### config.mk
export PLATFORM = sky130hd
export DESIGN_NAME = accel_event_regs
export DESIGN_NICKNAME = d
export VERILOG_FILES = /design/src/design/accel_regs_pkg.sv /design/src/design/axis_compare.sv /design/src/design/accel_event_regs.sv
export SDC_FILE = /design/constraint.sdc
export NUM_CORES = 1
export LEC_CHECK = 0
export BUFFER_PORTS_ARGS = -buffer_cell sky130_fd_sc_hd__buf_2
export CORE_MARGIN = 3
export CORE_UTILIZATION = 50
export DETAILED_ROUTE_END_ITERATION = 7
export HOLD_SLACK_MARGIN = 0.03
export PLACE_DENSITY = 0.75
export SLEW_MARGIN = 10
export SYNTH_ARGS = -nofsm -noshare
export SYNTH_HDL_FRONTEND = slang
export SYNTH_SLANG_ARGS = --single-unit
### constraint.sdc
create_clock -name ref_clk -period 3.3 [get_ports ref_clk]
set_clock_uncertainty 0.2 [all_clocks]
set_input_delay 0.495 -clock ref_clk [delete_from_list [all_inputs] [get_ports ref_clk]]
set_output_delay 0.495 -clock ref_clk [all_outputs]
set_load 0.005 [all_outputs]
### src/design/accel_regs_pkg.sv
// Register map, field layout and reset constants for the accelerometer event register slice
`default_nettype none
package accel_regs_pkg;
	localparam int ADDR_W = 8;
	localparam int DATA_W = 8;
	localparam int SAMPLE_W = 16;
	localparam logic [7:0] ACCEL_Y_LOW_OFS = 8'h2a;
	localparam logic [7:0] ACCEL_Y_HIGH_OFS = 8'h2b;
	localparam logic [7:0] ACCEL_Z_LOW_OFS = 8'h2c;
	localparam logic [7:0] ACCEL_Z_HIGH_OFS = 8'h2d;
	localparam logic [7:0] BUFFER_CONTROL_OFS = 8'h2e;
	localparam logic [7:0] BUFFER_STATUS_OFS = 8'h2f;
	localparam logic [7:0] EVENT1_CONFIG_OFS = 8'h30;
	localparam logic [7:0] EVENT1_SOURCE_OFS = 8'h31;
	localparam logic [7:0] EVENT1_THRESHOLD_OFS = 8'h32;
	localparam logic [7:0] BUFFER_CONTROL_RST = 8'h00;
	localparam logic [7:0] EVENT1_CONFIG_RST = 8'h00;
	localparam logic [7:0] EVENT1_SOURCE_RST = 8'h00;
	localparam logic [6:0] EVENT1_THRESHOLD_RST = 7'h00;
	// Field positions
	localparam int MODE_HI = 7;
	localparam int MODE_LO = 6;
	localparam int PIN_CHOICE_BIT = 5;
	localparam int LEVEL_LIMIT_HI = 4;
	localparam int COMBINE_BIT = 7;
	localparam int SIX_DIR_BIT = 6;
	localparam int ACTIVE_BIT = 6;
	localparam int THS_HI = 6;
	// Buffer mode codes
	localparam logic [1:0] MODE_BYPASS = 2'h0;
	localparam logic [1:0] MODE_FIFO = 2'h1;
	localparam logic [1:0] MODE_STREAM = 2'h2;
	localparam logic [1:0] MODE_TRIGGER = 2'h3;
	// Event modes, {combine, six-direction}
	localparam logic [1:0] EV_OR = 2'h0;
	localparam logic [1:0] EV_MOVE = 2'h1;
	localparam logic [1:0] EV_AND = 2'h2;
	localparam logic [1:0] EV_POSITION = 2'h3;
	// Cycles of the boot load before writes to the event configuration are accepted
	localparam int BOOT_CYCLES = 16;
	typedef enum logic [1:0] {BOOTING, RUNNING} boot_state_e;
endpackage
`default_nettype wire

### src/design/axis_compare.sv
// Per-axis high and low threshold comparison for one signed sample
`default_nettype none
module axis_compare (
	input wire logic signed [15:0] sample,
	input wire logic [6:0] threshold,
	output logic high_event,
	output logic low_event
);
	logic signed [15:0] ths_scaled;
	// Threshold occupies the upper magnitude bits of the sample
	assign ths_scaled = $signed({1'b0, threshold, 8'h00});
	// Above threshold is high, below minus threshold is low
	assign high_event = sample > ths_scaled;
	assign low_event = sample < -ths_scaled;
endmodule
`default_nettype wire

### src/design/accel_event_regs.sv
// Accelerometer output, buffer control and first inertial event register slice
// Notes on behaviour
// - Y sample as two's complement byte pair
// - Z sample as two's complement byte pair
// - Buffer mode resets bypass; four codes
// - Trigger pin choice resets zero
// - Mode top, trigger, five-bit limit low
// - Status: watermark, overrun, empty, level count
// - Combine and six-direction bits select mode
// - Movement mode pulses one sample period
// - Position mode holds while in zone
// - Six axis enables reset to zero
// - Config loaded at boot; writes after boot
// - Source: zero, active, Z Y X flags
// - Axis flag set when its event occurred
// - Source register ignores writes
// - Source read clears active and pin
// - Seven-bit threshold resets to zero
// - Latch holds request until source read
// - Four-direction option drops Z directions in six-direction modes
// - Byte order option swaps low address byte
// - Hold option freezes outputs until both read
`default_nettype none
module accel_event_regs (
	input wire logic ref_clk,
	input wire logic rstn,
	input wire logic [accel_regs_pkg::ADDR_W-1:0] reg_addr,
	input wire logic [accel_regs_pkg::DATA_W-1:0] reg_wdata,
	input wire logic reg_write,
	input wire logic reg_read,
	output logic [accel_regs_pkg::DATA_W-1:0] reg_rdata,
	input wire logic signed [accel_regs_pkg::SAMPLE_W-1:0] accel_x_in,
	input wire logic signed [accel_regs_pkg::SAMPLE_W-1:0] accel_y_in,
	input wire logic signed [accel_regs_pkg::SAMPLE_W-1:0] accel_z_in,
	input wire logic sample_strobe,
	input wire logic byte_order_sel,
	input wire logic hold_output_update,
	input wire logic latch_request_one,
	input wire logic four_direction_one,
	input wire logic watermark_flag,
	input wire logic buffer_overrun_flag,
	input wire logic buffer_empty_flag,
	input wire logic [4:0] stored_sample_count,
	output logic [1:0] buffer_mode_sel,
	output logic event_pin_choice,
	output logic [4:0] buffer_level_limit,
	output logic irq_line_one,
	output logic boot_done
);
	import accel_regs_pkg::*;

	logic [15:0] y_q, z_q;
	logic y_lo_read_q, y_hi_read_q, z_lo_read_q, z_hi_read_q;
	logic [7:0] fifo_ctrl_q;
	logic [7:0] cfg_q;
	logic [6:0] ths_q;
	logic [5:0] flags_q;
	logic active_q;
	logic pulse_q;
	logic in_zone_q;
	logic [4:0] boot_cnt_q;
	boot_state_e boot_q;
	logic [5:0] raw_ev, en_ev, hit_ev;
	logic any_en, combo, in_zone, zone_entry, event_now;
	logic src_read;
	logic [1:0] ev_mode;
	logic [7:0] rdata_d;
	logic signed [SAMPLE_W-1:0] axis_in [3];
	wire logic [2:0] axis_high;
	wire logic [2:0] axis_low;
	logic y_reload, z_reload;

	// Samples in axis order X, Y, Z for the comparators
	assign axis_in = '{accel_x_in, accel_y_in, accel_z_in};

	// Threshold comparison per axis
	for (genvar g = 0; g < 3; g++) begin : g_axis
		axis_compare axis_compare_inst (
			.sample(axis_in[g]),
			.threshold(ths_q),
			.high_event(axis_high[g]),
			.low_event(axis_low[g])
		);
	end

	// Byte order per address: low byte at lower address unless swapped
	function automatic logic [7:0] pick_byte(input logic [15:0] v, input logic upper_addr, input logic swap);
		pick_byte = (upper_addr ^ swap) ? v[15:8] : v[7:0];
	endfunction

	assign src_read = reg_read && (reg_addr == EVENT1_SOURCE_OFS);
	assign ev_mode = {cfg_q[COMBINE_BIT], cfg_q[SIX_DIR_BIT]};

	// A new sample loads unless an unread byte pair holds it
	assign y_reload = sample_strobe && (!hold_output_update || (y_lo_read_q && y_hi_read_q));
	assign z_reload = sample_strobe && (!hold_output_update || (z_lo_read_q && z_hi_read_q));

	// Event vector ordered Z high, Z low, Y high, Y low, X high, X low
	always_comb begin
		raw_ev = {axis_high[2], axis_low[2], axis_high[1], axis_low[1], axis_high[0], axis_low[0]};
		en_ev = cfg_q[5:0];
		// Four-direction detection drops the Z directions
		if (four_direction_one && cfg_q[SIX_DIR_BIT]) begin
			en_ev[5:4] = 2'b00;
		end
		hit_ev = raw_ev & en_ev;
		any_en = |en_ev;
		// AND needs every enabled event, OR needs any
		if (cfg_q[COMBINE_BIT]) begin
			combo = any_en && ((raw_ev & en_ev) == en_ev);
		end else begin
			combo = |hit_ev;
		end
		// Known zone: an enabled direction is reached
		in_zone = |hit_ev;
		zone_entry = in_zone && !in_zone_q;
		case (ev_mode)
			EV_MOVE: event_now = pulse_q;
			EV_POSITION: event_now = in_zone;
			default: event_now = combo;
		endcase
	end

	// Boot load length counter, frozen once the load is over
	always_ff @(posedge ref_clk or negedge rstn) begin
		if (!rstn) begin
			boot_cnt_q <= 5'h00;
		end else if (boot_q == BOOTING) begin
			boot_cnt_q <= boot_cnt_q + 5'h01;
		end
	end

	// Boot load sequence; config writes refused until it ends
	always_ff @(posedge ref_clk or negedge rstn) begin
		if (!rstn) begin
			boot_q <= BOOTING;
		end else begin
			case (boot_q)
				BOOTING: begin
					if (boot_cnt_q == 5'(BOOT_CYCLES - 1)) begin
						boot_q <= RUNNING;
					end
				end
				default: boot_q <= RUNNING;
			endcase
		end
	end

	// Boot done flag, one edge after the load ends
	always_ff @(posedge ref_clk or negedge rstn) begin
		if (!rstn) begin
			boot_done <= 1'b0;
		end else begin
			boot_done <= (boot_q == RUNNING);
		end
	end

	// Buffer control register, writable from the first edge
	always_ff @(posedge ref_clk or negedge rstn) begin
		if (!rstn) begin
			fifo_ctrl_q <= BUFFER_CONTROL_RST;
		end else if (reg_write && reg_addr == BUFFER_CONTROL_OFS) begin
			fifo_ctrl_q <= reg_wdata;
		end
	end

	// Event configuration; a write during the boot load is dropped
	always_ff @(posedge ref_clk or negedge rstn) begin
		if (!rstn) begin
			cfg_q <= EVENT1_CONFIG_RST;
		end else if (reg_write && reg_addr == EVENT1_CONFIG_OFS && boot_q == RUNNING) begin
			cfg_q <= reg_wdata;
		end
	end

	// Event threshold; the reserved top bit is not stored
	always_ff @(posedge ref_clk or negedge rstn) begin
		if (!rstn) begin
			ths_q <= EVENT1_THRESHOLD_RST;
		end else if (reg_write && reg_addr == EVENT1_THRESHOLD_OFS) begin
			ths_q <= reg_wdata[THS_HI:0];
		end
	end

	// Buffer mode field driven out
	always_ff @(posedge ref_clk or negedge rstn) begin
		if (!rstn) begin
			buffer_mode_sel <= MODE_BYPASS;
		end else begin
			buffer_mode_sel <= fifo_ctrl_q[MODE_HI:MODE_LO];
		end
	end

	// Trigger pin choice driven out
	always_ff @(posedge ref_clk or negedge rstn) begin
		if (!rstn) begin
			event_pin_choice <= 1'b0;
		end else begin
			event_pin_choice <= fifo_ctrl_q[PIN_CHOICE_BIT];
		end
	end

	// Buffer level limit driven out
	always_ff @(posedge ref_clk or negedge rstn) begin
		if (!rstn) begin
			buffer_level_limit <= 5'h00;
		end else begin
			buffer_level_limit <= fifo_ctrl_q[LEVEL_LIMIT_HI:0];
		end
	end

	// Y byte reads since the last load, for block data update
	always_ff @(posedge ref_clk or negedge rstn) begin
		if (!rstn) begin
			y_lo_read_q <= 1'b0;
			y_hi_read_q <= 1'b0;
		end else if (y_reload) begin
			y_lo_read_q <= 1'b0;
			y_hi_read_q <= 1'b0;
		end else if (reg_read && reg_addr == ACCEL_Y_LOW_OFS) begin
			y_lo_read_q <= 1'b1;
		end else if (reg_read && reg_addr == ACCEL_Y_HIGH_OFS) begin
			y_hi_read_q <= 1'b1;
		end
	end

	// Z byte reads since the last load, for block data update
	always_ff @(posedge ref_clk or negedge rstn) begin
		if (!rstn) begin
			z_lo_read_q <= 1'b0;
			z_hi_read_q <= 1'b0;
		end else if (z_reload) begin
			z_lo_read_q <= 1'b0;
			z_hi_read_q <= 1'b0;
		end else if (reg_read && reg_addr == ACCEL_Z_LOW_OFS) begin
			z_lo_read_q <= 1'b1;
		end else if (reg_read && reg_addr == ACCEL_Z_HIGH_OFS) begin
			z_hi_read_q <= 1'b1;
		end
	end

	// Y output sample, held until both bytes read when enabled
	always_ff @(posedge ref_clk or negedge rstn) begin
		if (!rstn) begin
			y_q <= 16'h0000;
		end else if (y_reload) begin
			y_q <= accel_y_in;
		end
	end

	// Z output sample, held until both bytes read when enabled
	always_ff @(posedge ref_clk or negedge rstn) begin
		if (!rstn) begin
			z_q <= 16'h0000;
		end else if (z_reload) begin
			z_q <= accel_z_in;
		end
	end

	// Movement pulse: zone entry at a sample, held one sample period
	always_ff @(posedge ref_clk or negedge rstn) begin
		if (!rstn) begin
			pulse_q <= 1'b0;
		end else if (sample_strobe) begin
			pulse_q <= zone_entry;
		end
	end

	// Zone state at the last sample, for entry detection
	always_ff @(posedge ref_clk or negedge rstn) begin
		if (!rstn) begin
			in_zone_q <= 1'b0;
		end else if (sample_strobe) begin
			in_zone_q <= in_zone;
		end
	end

	// Source flags: follow hits, or gather them until a read when latched
	always_ff @(posedge ref_clk or negedge rstn) begin
		if (!rstn) begin
			flags_q <= EVENT1_SOURCE_RST[5:0];
		end else if (!latch_request_one) begin
			flags_q <= hit_ev;
		end else if (event_now) begin
			flags_q <= flags_q | hit_ev;
		end else if (src_read) begin
			flags_q <= hit_ev;
		end
	end

	// Active bit; a new event wins over the read clear
	always_ff @(posedge ref_clk or negedge rstn) begin
		if (!rstn) begin
			active_q <= EVENT1_SOURCE_RST[ACTIVE_BIT];
		end else if (event_now) begin
			active_q <= 1'b1;
		end else if (src_read || !latch_request_one) begin
			active_q <= 1'b0;
		end
	end

	// Interrupt pin follows the active bit
	always_ff @(posedge ref_clk or negedge rstn) begin
		if (!rstn) begin
			irq_line_one <= 1'b0;
		end else begin
			irq_line_one <= active_q && !src_read;
		end
	end

	// Read data mux; source register has no write path
	always_comb begin
		rdata_d = 8'h00;
		if (reg_addr == ACCEL_Y_LOW_OFS) begin
			rdata_d = pick_byte(y_q, 1'b0, byte_order_sel);
		end else if (reg_addr == ACCEL_Y_HIGH_OFS) begin
			rdata_d = pick_byte(y_q, 1'b1, byte_order_sel);
		end else if (reg_addr == ACCEL_Z_LOW_OFS) begin
			rdata_d = pick_byte(z_q, 1'b0, byte_order_sel);
		end else if (reg_addr == ACCEL_Z_HIGH_OFS) begin
			rdata_d = pick_byte(z_q, 1'b1, byte_order_sel);
		end else if (reg_addr == BUFFER_CONTROL_OFS) begin
			rdata_d = fifo_ctrl_q;
		end else if (reg_addr == BUFFER_STATUS_OFS) begin
			rdata_d = {watermark_flag, buffer_overrun_flag, buffer_empty_flag, stored_sample_count};
		end else if (reg_addr == EVENT1_CONFIG_OFS) begin
			rdata_d = cfg_q;
		end else if (reg_addr == EVENT1_SOURCE_OFS) begin
			rdata_d = {1'b0, active_q, flags_q};
		end else if (reg_addr == EVENT1_THRESHOLD_OFS) begin
			rdata_d = {1'b0, ths_q};
		end
	end

	// Read data registered on a read strobe
	always_ff @(posedge ref_clk or negedge rstn) begin
		if (!rstn) begin
			reg_rdata <= 8'h00;
		end else if (reg_read) begin
			reg_rdata <= rdata_d;
		end
	end
endmodule
`default_nettype wire

Word level (Yosys, flattened, before mapping)
Index checks and enable logic that the tools add are counted.

storage, ports and cells
  flip-flop bits (word level) = 93
  output and inout bits = 18

operators by class
  bitwise gates (word level) = 2
  order comparisons = 6
  reductions and logical operators = 34
  muxes and demuxes = 33
  $add $sub $neg = 2
  equality and inequality tests = 18

operators with widths
  cell                                                              number
  8-bit 2-to-1 mux                                                  11
  8-bit by 6-bit == test with 1-bit output (second input constant)  9
  16-bit greater-than comparator                                    3
  16-bit less-than comparator                                       3
  6-bit 2-to-1 mux                                                  3
  1-bit logical AND                                                 17
  15-bit negation with 16-bit output                                1
  7-bit 2-to-1 mux                                                  2
  1-bit 2-to-1 mux                                                  13
  6-bit OR reduction                                                2
  2-bit nonzero test                                                5
  6-bit AND                                                         1
  6-bit == test                                                     1
  2-bit 2-to-1 mux                                                  3
  6-bit OR                                                          1
  5-bit by 1-bit adder with 5-bit output (second input constant)    1
  5-bit by 4-bit == test with 1-bit output (second input constant)  1
  2-bit by 1-bit == test with 1-bit output (second input constant)  2
  1-bit zero test                                                   4
  2-bit != test (second input constant)                             2
  2-bit AND reduction                                               2
  1-bit logical OR                                                  3
  3-bit by 1-bit != test with 1-bit output (second input constant)  1
  2-bit == test (second input constant)                             1
  3 further kinds                                                   3

Depth between registers and ports, before layout
  word-level depth = 10
  mapped depth = 14
  gate-level depth less buffers = 14

Cells and area by module
A second synthesis with hierarchy kept.

second synthesis, totals
  cell total of the unflattened synthesis = 609
  area, all modules = 6100.9 sq um

modules (own cells, without submodules)
  module            seq. area each (sq um)  area each (sq um)  cells each  instances
  accel_event_regs  2302.2                  4719.5             417         1
  axis_compare      0.0                     460.4              64          3

Worst setup path before layout
Ideal clock, no wire load.

  kind = register -> register
  from = register ths_q[4]
  to = register flags_q[5]
  buffers on the path = 1
  cell stages (with the launch flop) = 13
  setup slack = -134 ps
  setup time = 142 ps
  required time = 2958 ps
  arrival = 3093 ps
  cell sequence = dfrtp_1 or3_1 buf_2 nor4_1 ha_1 nor3b_1 a21oi_1 nand2b_1 a31oi_4 nor4_4 a31oi_2 o41ai_1 a22oi_1

on the way
  word-level cells in the longest chain between the ends = 9
  elaborated cells on any way between the ends = 18

RTL lines
  element                             line                                              RTL
  from (decl)                         accel_event_regs.sv:56                            logic [6:0] ths_q;
  from (signal assigned)              accel_event_regs.sv:181                           ths_q <= reg_wdata[THS_HI:0];
  15-bit negation with 16-bit output  axis_compare.sv:14                                assign low_event = sample < -ths_scaled;
  16-bit less-than comparator         axis_compare.sv:14
  6-bit AND (*)                       accel_event_regs.sv:106, accel_event_regs.sv:110
  6-bit == test                       accel_event_regs.sv:110                           combo = any_en && ((raw_ev & en_ev) == en_ev);
  1-bit logical AND                   accel_event_regs.sv:110
  1-bit 2-to-1 mux                    accel_event_regs.sv:109                           if (cfg_q[COMBINE_BIT]) begin
  1-bit case mux with 2 select lines  accel_event_regs.sv:117                           case (ev_mode)
  6-bit 2-to-1 mux                    accel_event_regs.sv:284                           end else if (event_now) begin
  6-bit 2-to-1 mux                    accel_event_regs.sv:282                           end else if (!latch_request_one) begin
  to (signal assigned)                accel_event_regs.sv:281                           flags_q <= EVENT1_SOURCE_RST[5:0];
  to (signal assigned)                accel_event_regs.sv:283                           flags_q <= hit_ev;
  to (signal assigned)                accel_event_regs.sv:285                           flags_q <= flags_q | hit_ev;
  to (decl)                           accel_event_regs.sv:57                            logic [5:0] flags_q;

Every way passes the cells marked *; elsewhere a longest branch is shown, timed or not. The select of a mux whose other input is x is not followed.
A chain may end at the register's enable or synchronous reset.

Worst setup path after layout
  from = register ths_q[2]
  to = register flags_q[1]

Same word-level chain as after synthesis.

==> impl_metrics.prom <==
# TYPE chip_impl_metric gauge
chip_impl_metric{name="static-leakage-power",unit="nW"} 3.525
chip_impl_metric{name="transition_time_at_the_pin_with_the_least_slew_margin",unit="ns"} 0.7195
chip_impl_metric{name="worst_r2r_path_depth",unit=""} 12
chip_impl_metric{name="place.gp.congestion",unit=""} 0.9361
chip_impl_metric{name="detailroute.via_count",unit=""} 5414
chip_impl_metric{name="layout_worst_path_cycle_share",unit="%"} 100.3
chip_impl_metric{name="irDropWorstVdd",unit="mV"} 0.3330
chip_impl_metric{name="core",unit="sq um"} 11030
chip_impl_metric{name="syn_to_final_growth",unit="%"} 28.90
chip_impl_metric{name="first_pass_grt_wire_length",unit="mm"} 27.61
chip_impl_metric{name="synth_edf_count",unit=""} 0
chip_impl_metric{name="cp.arrival",unit="ns"} 3.34
chip_impl_metric{name="grtUsageTotal",unit="%"} 27.29
chip_impl_metric{name="whs",unit="ns"} 0.1489
chip_impl_metric{name="finalNetCount",unit=""} 873
chip_impl_info{name="crit_path_end_kind",value="flop"} 1
chip_impl_metric{name="maximum_number_of_pins_on_one_net_before_global_route_repair",unit=""} 45
chip_impl_info{name="run_status",value="finished, violations left"} 1
chip_impl_metric{name="synthCells",unit=""} 615
chip_impl_info{name="critPathKind",value="reg2reg"} 1
chip_impl_metric{name="drc",unit=""} 0
chip_impl_info{name="clock_tree_from_tritoncts",value="built"} 1
chip_impl_metric{name="vias_in_the_first_global_route",unit=""} 5241
chip_impl_info{name="hp-start",value="accel_y_in[6]"} 1
chip_impl_metric{name="share_of_layout_cells_above_drive_strength_1",unit="%"} 33.95
chip_impl_metric{name="finalWirelength",unit="mm"} 17.66
chip_impl_metric{name="cts-htree-levels",unit=""} 3
chip_impl_metric{name="cts_sinks",unit=""} 92
chip_impl_metric{name="timing.slew.headroom",unit="%"} 51.87
chip_impl_metric{name="synthDistinctLibCells",unit=""} 66
chip_impl_info{name="synth.top_cells.by_area",value="dfrtp_1 (40%), ha_1 (9.4%), nand2_1 (8.8%), mux2_2 (6.1%), mux2i_1 (2.4%)"} 1
chip_impl_info{name="synth_most_common_cell",value="nand2_1"} 1
chip_impl_metric{name="placed_cells_incl_taps",unit=""} 860
chip_impl_metric{name="synth.yosys.seq_area_share",unit="%"} 40.08
chip_impl_metric{name="finalPower",unit="mW"} 3.046
chip_impl_metric{name="floorplan.die.height",unit="microns"} 113.2
chip_impl_metric{name="overflow",unit=""} 0
chip_impl_metric{name="cts.path.max_buffers",unit=""} 2
chip_impl_metric{name="synth_top_area_share",unit="%"} 40.08
chip_impl_metric{name="fin_util",unit="%"} 67.13
chip_impl_info{name="timing.critical_path.cells",value="buf_4 -> inv_4 -> ha_1 -> and4_1 -> o21a_1 -> o31a_1 -> o211a_4 -> nor4_4 -> buf_4 -> a31oi_4 -> a2111oi_4 -> nor2_1"} 1
chip_impl_metric{name="slew_violations",unit=""} 0
chip_impl_metric{name="finalWorstSetupSlack",unit="ns"} -0.009939
chip_impl_metric{name="r2r_slack",unit="ns"} -0.01
chip_impl_metric{name="post_drt_wl_per_cell",unit="microns"} 19.75
chip_impl_info{name="synth_top_cells_by_count",value="nand2_1 (134), dfrtp_1 (92), ha_1 (43)"} 1
chip_impl_info{name="yosys_most_used_dff",value="dfrtp_1"} 1
chip_impl_info{name="failed_checks",value="setup timing"} 1
chip_impl_metric{name="worst_skew_pair.late_latency",unit="ns"} 0.35
chip_impl_metric{name="power_density",unit="nW/um^2"} 411.4
chip_impl_metric{name="ios",unit=""} 99
chip_impl_metric{name="design.die.area",unit="sq um"} 12810
chip_impl_info{name="clock_tree.root_cell",value="clkbuf_16"} 1
chip_impl_metric{name="synthesis.area",unit="sq um"} 5744
chip_impl_metric{name="ant_nets",unit=""} 0
chip_impl_metric{name="syn_avg_cell_area",unit="sq um"} 9.340
chip_impl_info{name="r2r-start",value="ths_q[2]$_DFFE_PN0P_"} 1
chip_impl_metric{name="antenna_cells_inserted",unit=""} 0
chip_impl_metric{name="async_flop_share",unit="%"} 100.0
chip_impl_info{name="hp-class",value="in2reg"} 1
chip_impl_metric{name="ys_warn_count",unit=""} 0
chip_impl_metric{name="clk_transition_reported_paths",unit="ns"} 0.07
chip_impl_info{name="critPathSlowestCell",value="dfrtp_2"} 1
chip_impl_metric{name="port_buffers",unit=""} 98
chip_impl_info{name="setup_repair_after_global_routing_missed_its_margin",value="true"} 1
chip_impl_metric{name="number_of_drc_violations_after_detailed_routing_iteration_0",unit=""} 626
chip_impl_metric{name="worst_ep_required_time",unit="ns"} 3.33
chip_impl_metric{name="maxCapViolCount",unit=""} 0
chip_impl_metric{name="drt_pre_antenna_iters",unit=""} 7
chip_impl_metric{name="final_non_filler_cell_total",unit=""} 894
chip_impl_metric{name="antenna_violations_before_repair",unit=""} 0
chip_impl_metric{name="initial_utilization",unit="%"} 52.08
chip_impl_info{name="critical-path-top-cell-by-count",value="buf_4"} 1
chip_impl_metric{name="setup_violations",unit=""} 2
chip_impl_metric{name="rows",unit=""} 38
chip_impl_metric{name="chipWidth",unit="microns"} 113.2
chip_impl_metric{name="hold_viol",unit=""} 0
chip_impl_info{name="worstSetupStartpointType",value="flop"} 1
chip_impl_metric{name="hpwl",unit="mm"} 12.99
chip_impl_info{name="synthDominantAreaCellType",value="dfrtp_1"} 1
chip_impl_metric{name="synthesis.nets",unit=""} 739
chip_impl_metric{name="worst_hold_path.num_cells",unit=""} 3
chip_impl_metric{name="finalWorstPathRequiredPeriod",unit="ns"} 3.310
chip_impl_metric{name="ys_seq_elements",unit=""} 92
chip_impl_info{name="whs_endpoint",value="y_q[6]$_DFFE_PN0P_"} 1
chip_impl_metric{name="drt-vias-per-instance",unit=""} 6.056
chip_impl_metric{name="max_clock_freq",unit="GHz"} 0.3021
chip_impl_info{name="worstReg2RegEnd",value="flags_q[1]$_DFFE_PN0P_"} 1
chip_impl_metric{name="max_stage_delay",unit="ns"} 0.44
chip_impl_metric{name="cts_inserted_buffers",unit=""} 9
chip_impl_metric{name="peak_fanout_along_the_critical_path",unit=""} 8
-- critical path: cells and delay by family, from the launching register on --
kind            cells  cell delay [ns]
fa+ha+maj           1             0.23
compound gates      5             1.36
simple gates        3             0.53
buf+inv             3             0.42
flops               1             0.44
-- power breakdown --
| part | total, mW | internal [mW] | switching [mW] |
|---|---|---|---|
| clock | 1.00 | 0.523 | 0.478 |
| sequential | 1.27 | 1.21 | 0.0661 |
| combinational | 0.774 | 0.351 | 0.423 |
-- layer usage --
layer	track usage (%)	wire length, microns	up-vias
li1	-	-	2509
met1	38.89	7629	2602
met2	42.38	8189	266
met3	4.706	1429	37
met4	8.974	409	0
met5	0	0	-
-- cell usage in the layout, fill, tap and decap left out, types with 9 or more instances in the layout --
cell       Yosys  layout
nand3b_1      10      10
nor2_1        31      30
nand2_1      134     132
mux2_2        31      31
dfrtp_1       92      88
nand3_1       11       9
clkbuf_16      0       9
a222oi_1       9       9
ha_1          43      37
o21ai_0       27      27
buf_4          0      40
mux2i_1       14      14
buf_2          1      97
inv_1         23      16
a21oi_1       23      18
-- logic make-up after synthesis --
family,Yosys count,synth area share [%]
flip-flops,92,40.08
buffers and inverters,45,2.962
XOR/XNOR,8,1.220
multiplexers,45,8.517
AO/OA/AOI/OAI,133,16.77
adder cells (fa/ha/maj),43,9.366
AND/OR/NAND/NOR,249,21.08
-- final cells by class --
class | instances | area (sq um)
clock buffers | 9 | 225.2
fillers | 885 | 3626
repair buffers | 143 | 869.6
inverters | 25 | 101.3
well taps | 140 | 175.2
flip-flops and latches | 92 | 2307
multi-input cells | 478 | 3669
clock inverters | 7 | 57.56
-- metrics by stage --
step / setup slack, ns / TNS [ns] / area, sq um
after floorplan: 0.02450 / 0 / 5759
after global placement: 0.01144 / 0 / 6554
after detailed placement: -0.1137 / -0.3729 / 6554
after CTS: -0.01993 / -0.05109 / 6905
after global routing: -0.1185 / -0.5547 / 7405
final: -0.009939 / -0.01101 / 7405
-- state kept, by name (all words and copies together) (netlist names), 2 cells and up --
name	count
flags_q	6
reg_rdata	8
z_q	16
cfg_q	8
buffer_level_limit	5
fifo_ctrl_q	8
ths_q	7
boot_cnt_q	5
y_q	16
buffer_mode_sel	2
-- repair_timing --
action / CTS / global route
hold buffers: 1 / 0
hold endpoints to repair: 42 / 0
setup buffers: 1 / 16
setup endpoints to repair: 6 / 7
pin swaps: 1 / 28
gates resized for setup: 9 / 68
-- worst max path at each step --
stage	slack, ns	cells past startpoint	endpoint	startpoint
after floorplan	0.02	12	flags_q[5]$_DFFE_PN0P_	ths_q[4]$_DFFE_PN0P_
after global placement	0.01	12	flags_q[5]$_DFFE_PN0P_	ths_q[0]$_DFFE_PN0P_
after detailed placement	-0.11	12	flags_q[1]$_DFFE_PN0P_	ths_q[4]$_DFFE_PN0P_
after CTS	-0.02	12	flags_q[1]$_DFFE_PN0P_	ths_q[4]$_DFFE_PN0P_
after global routing	-0.12	12	flags_q[1]$_DFFE_PN0P_	ths_q[4]$_DFFE_PN0P_
final	-0.01	12	flags_q[1]$_DFFE_PN0P_	ths_q[2]$_DFFE_PN0P_
Note: power is estimated with default switching activity, not from simulation.
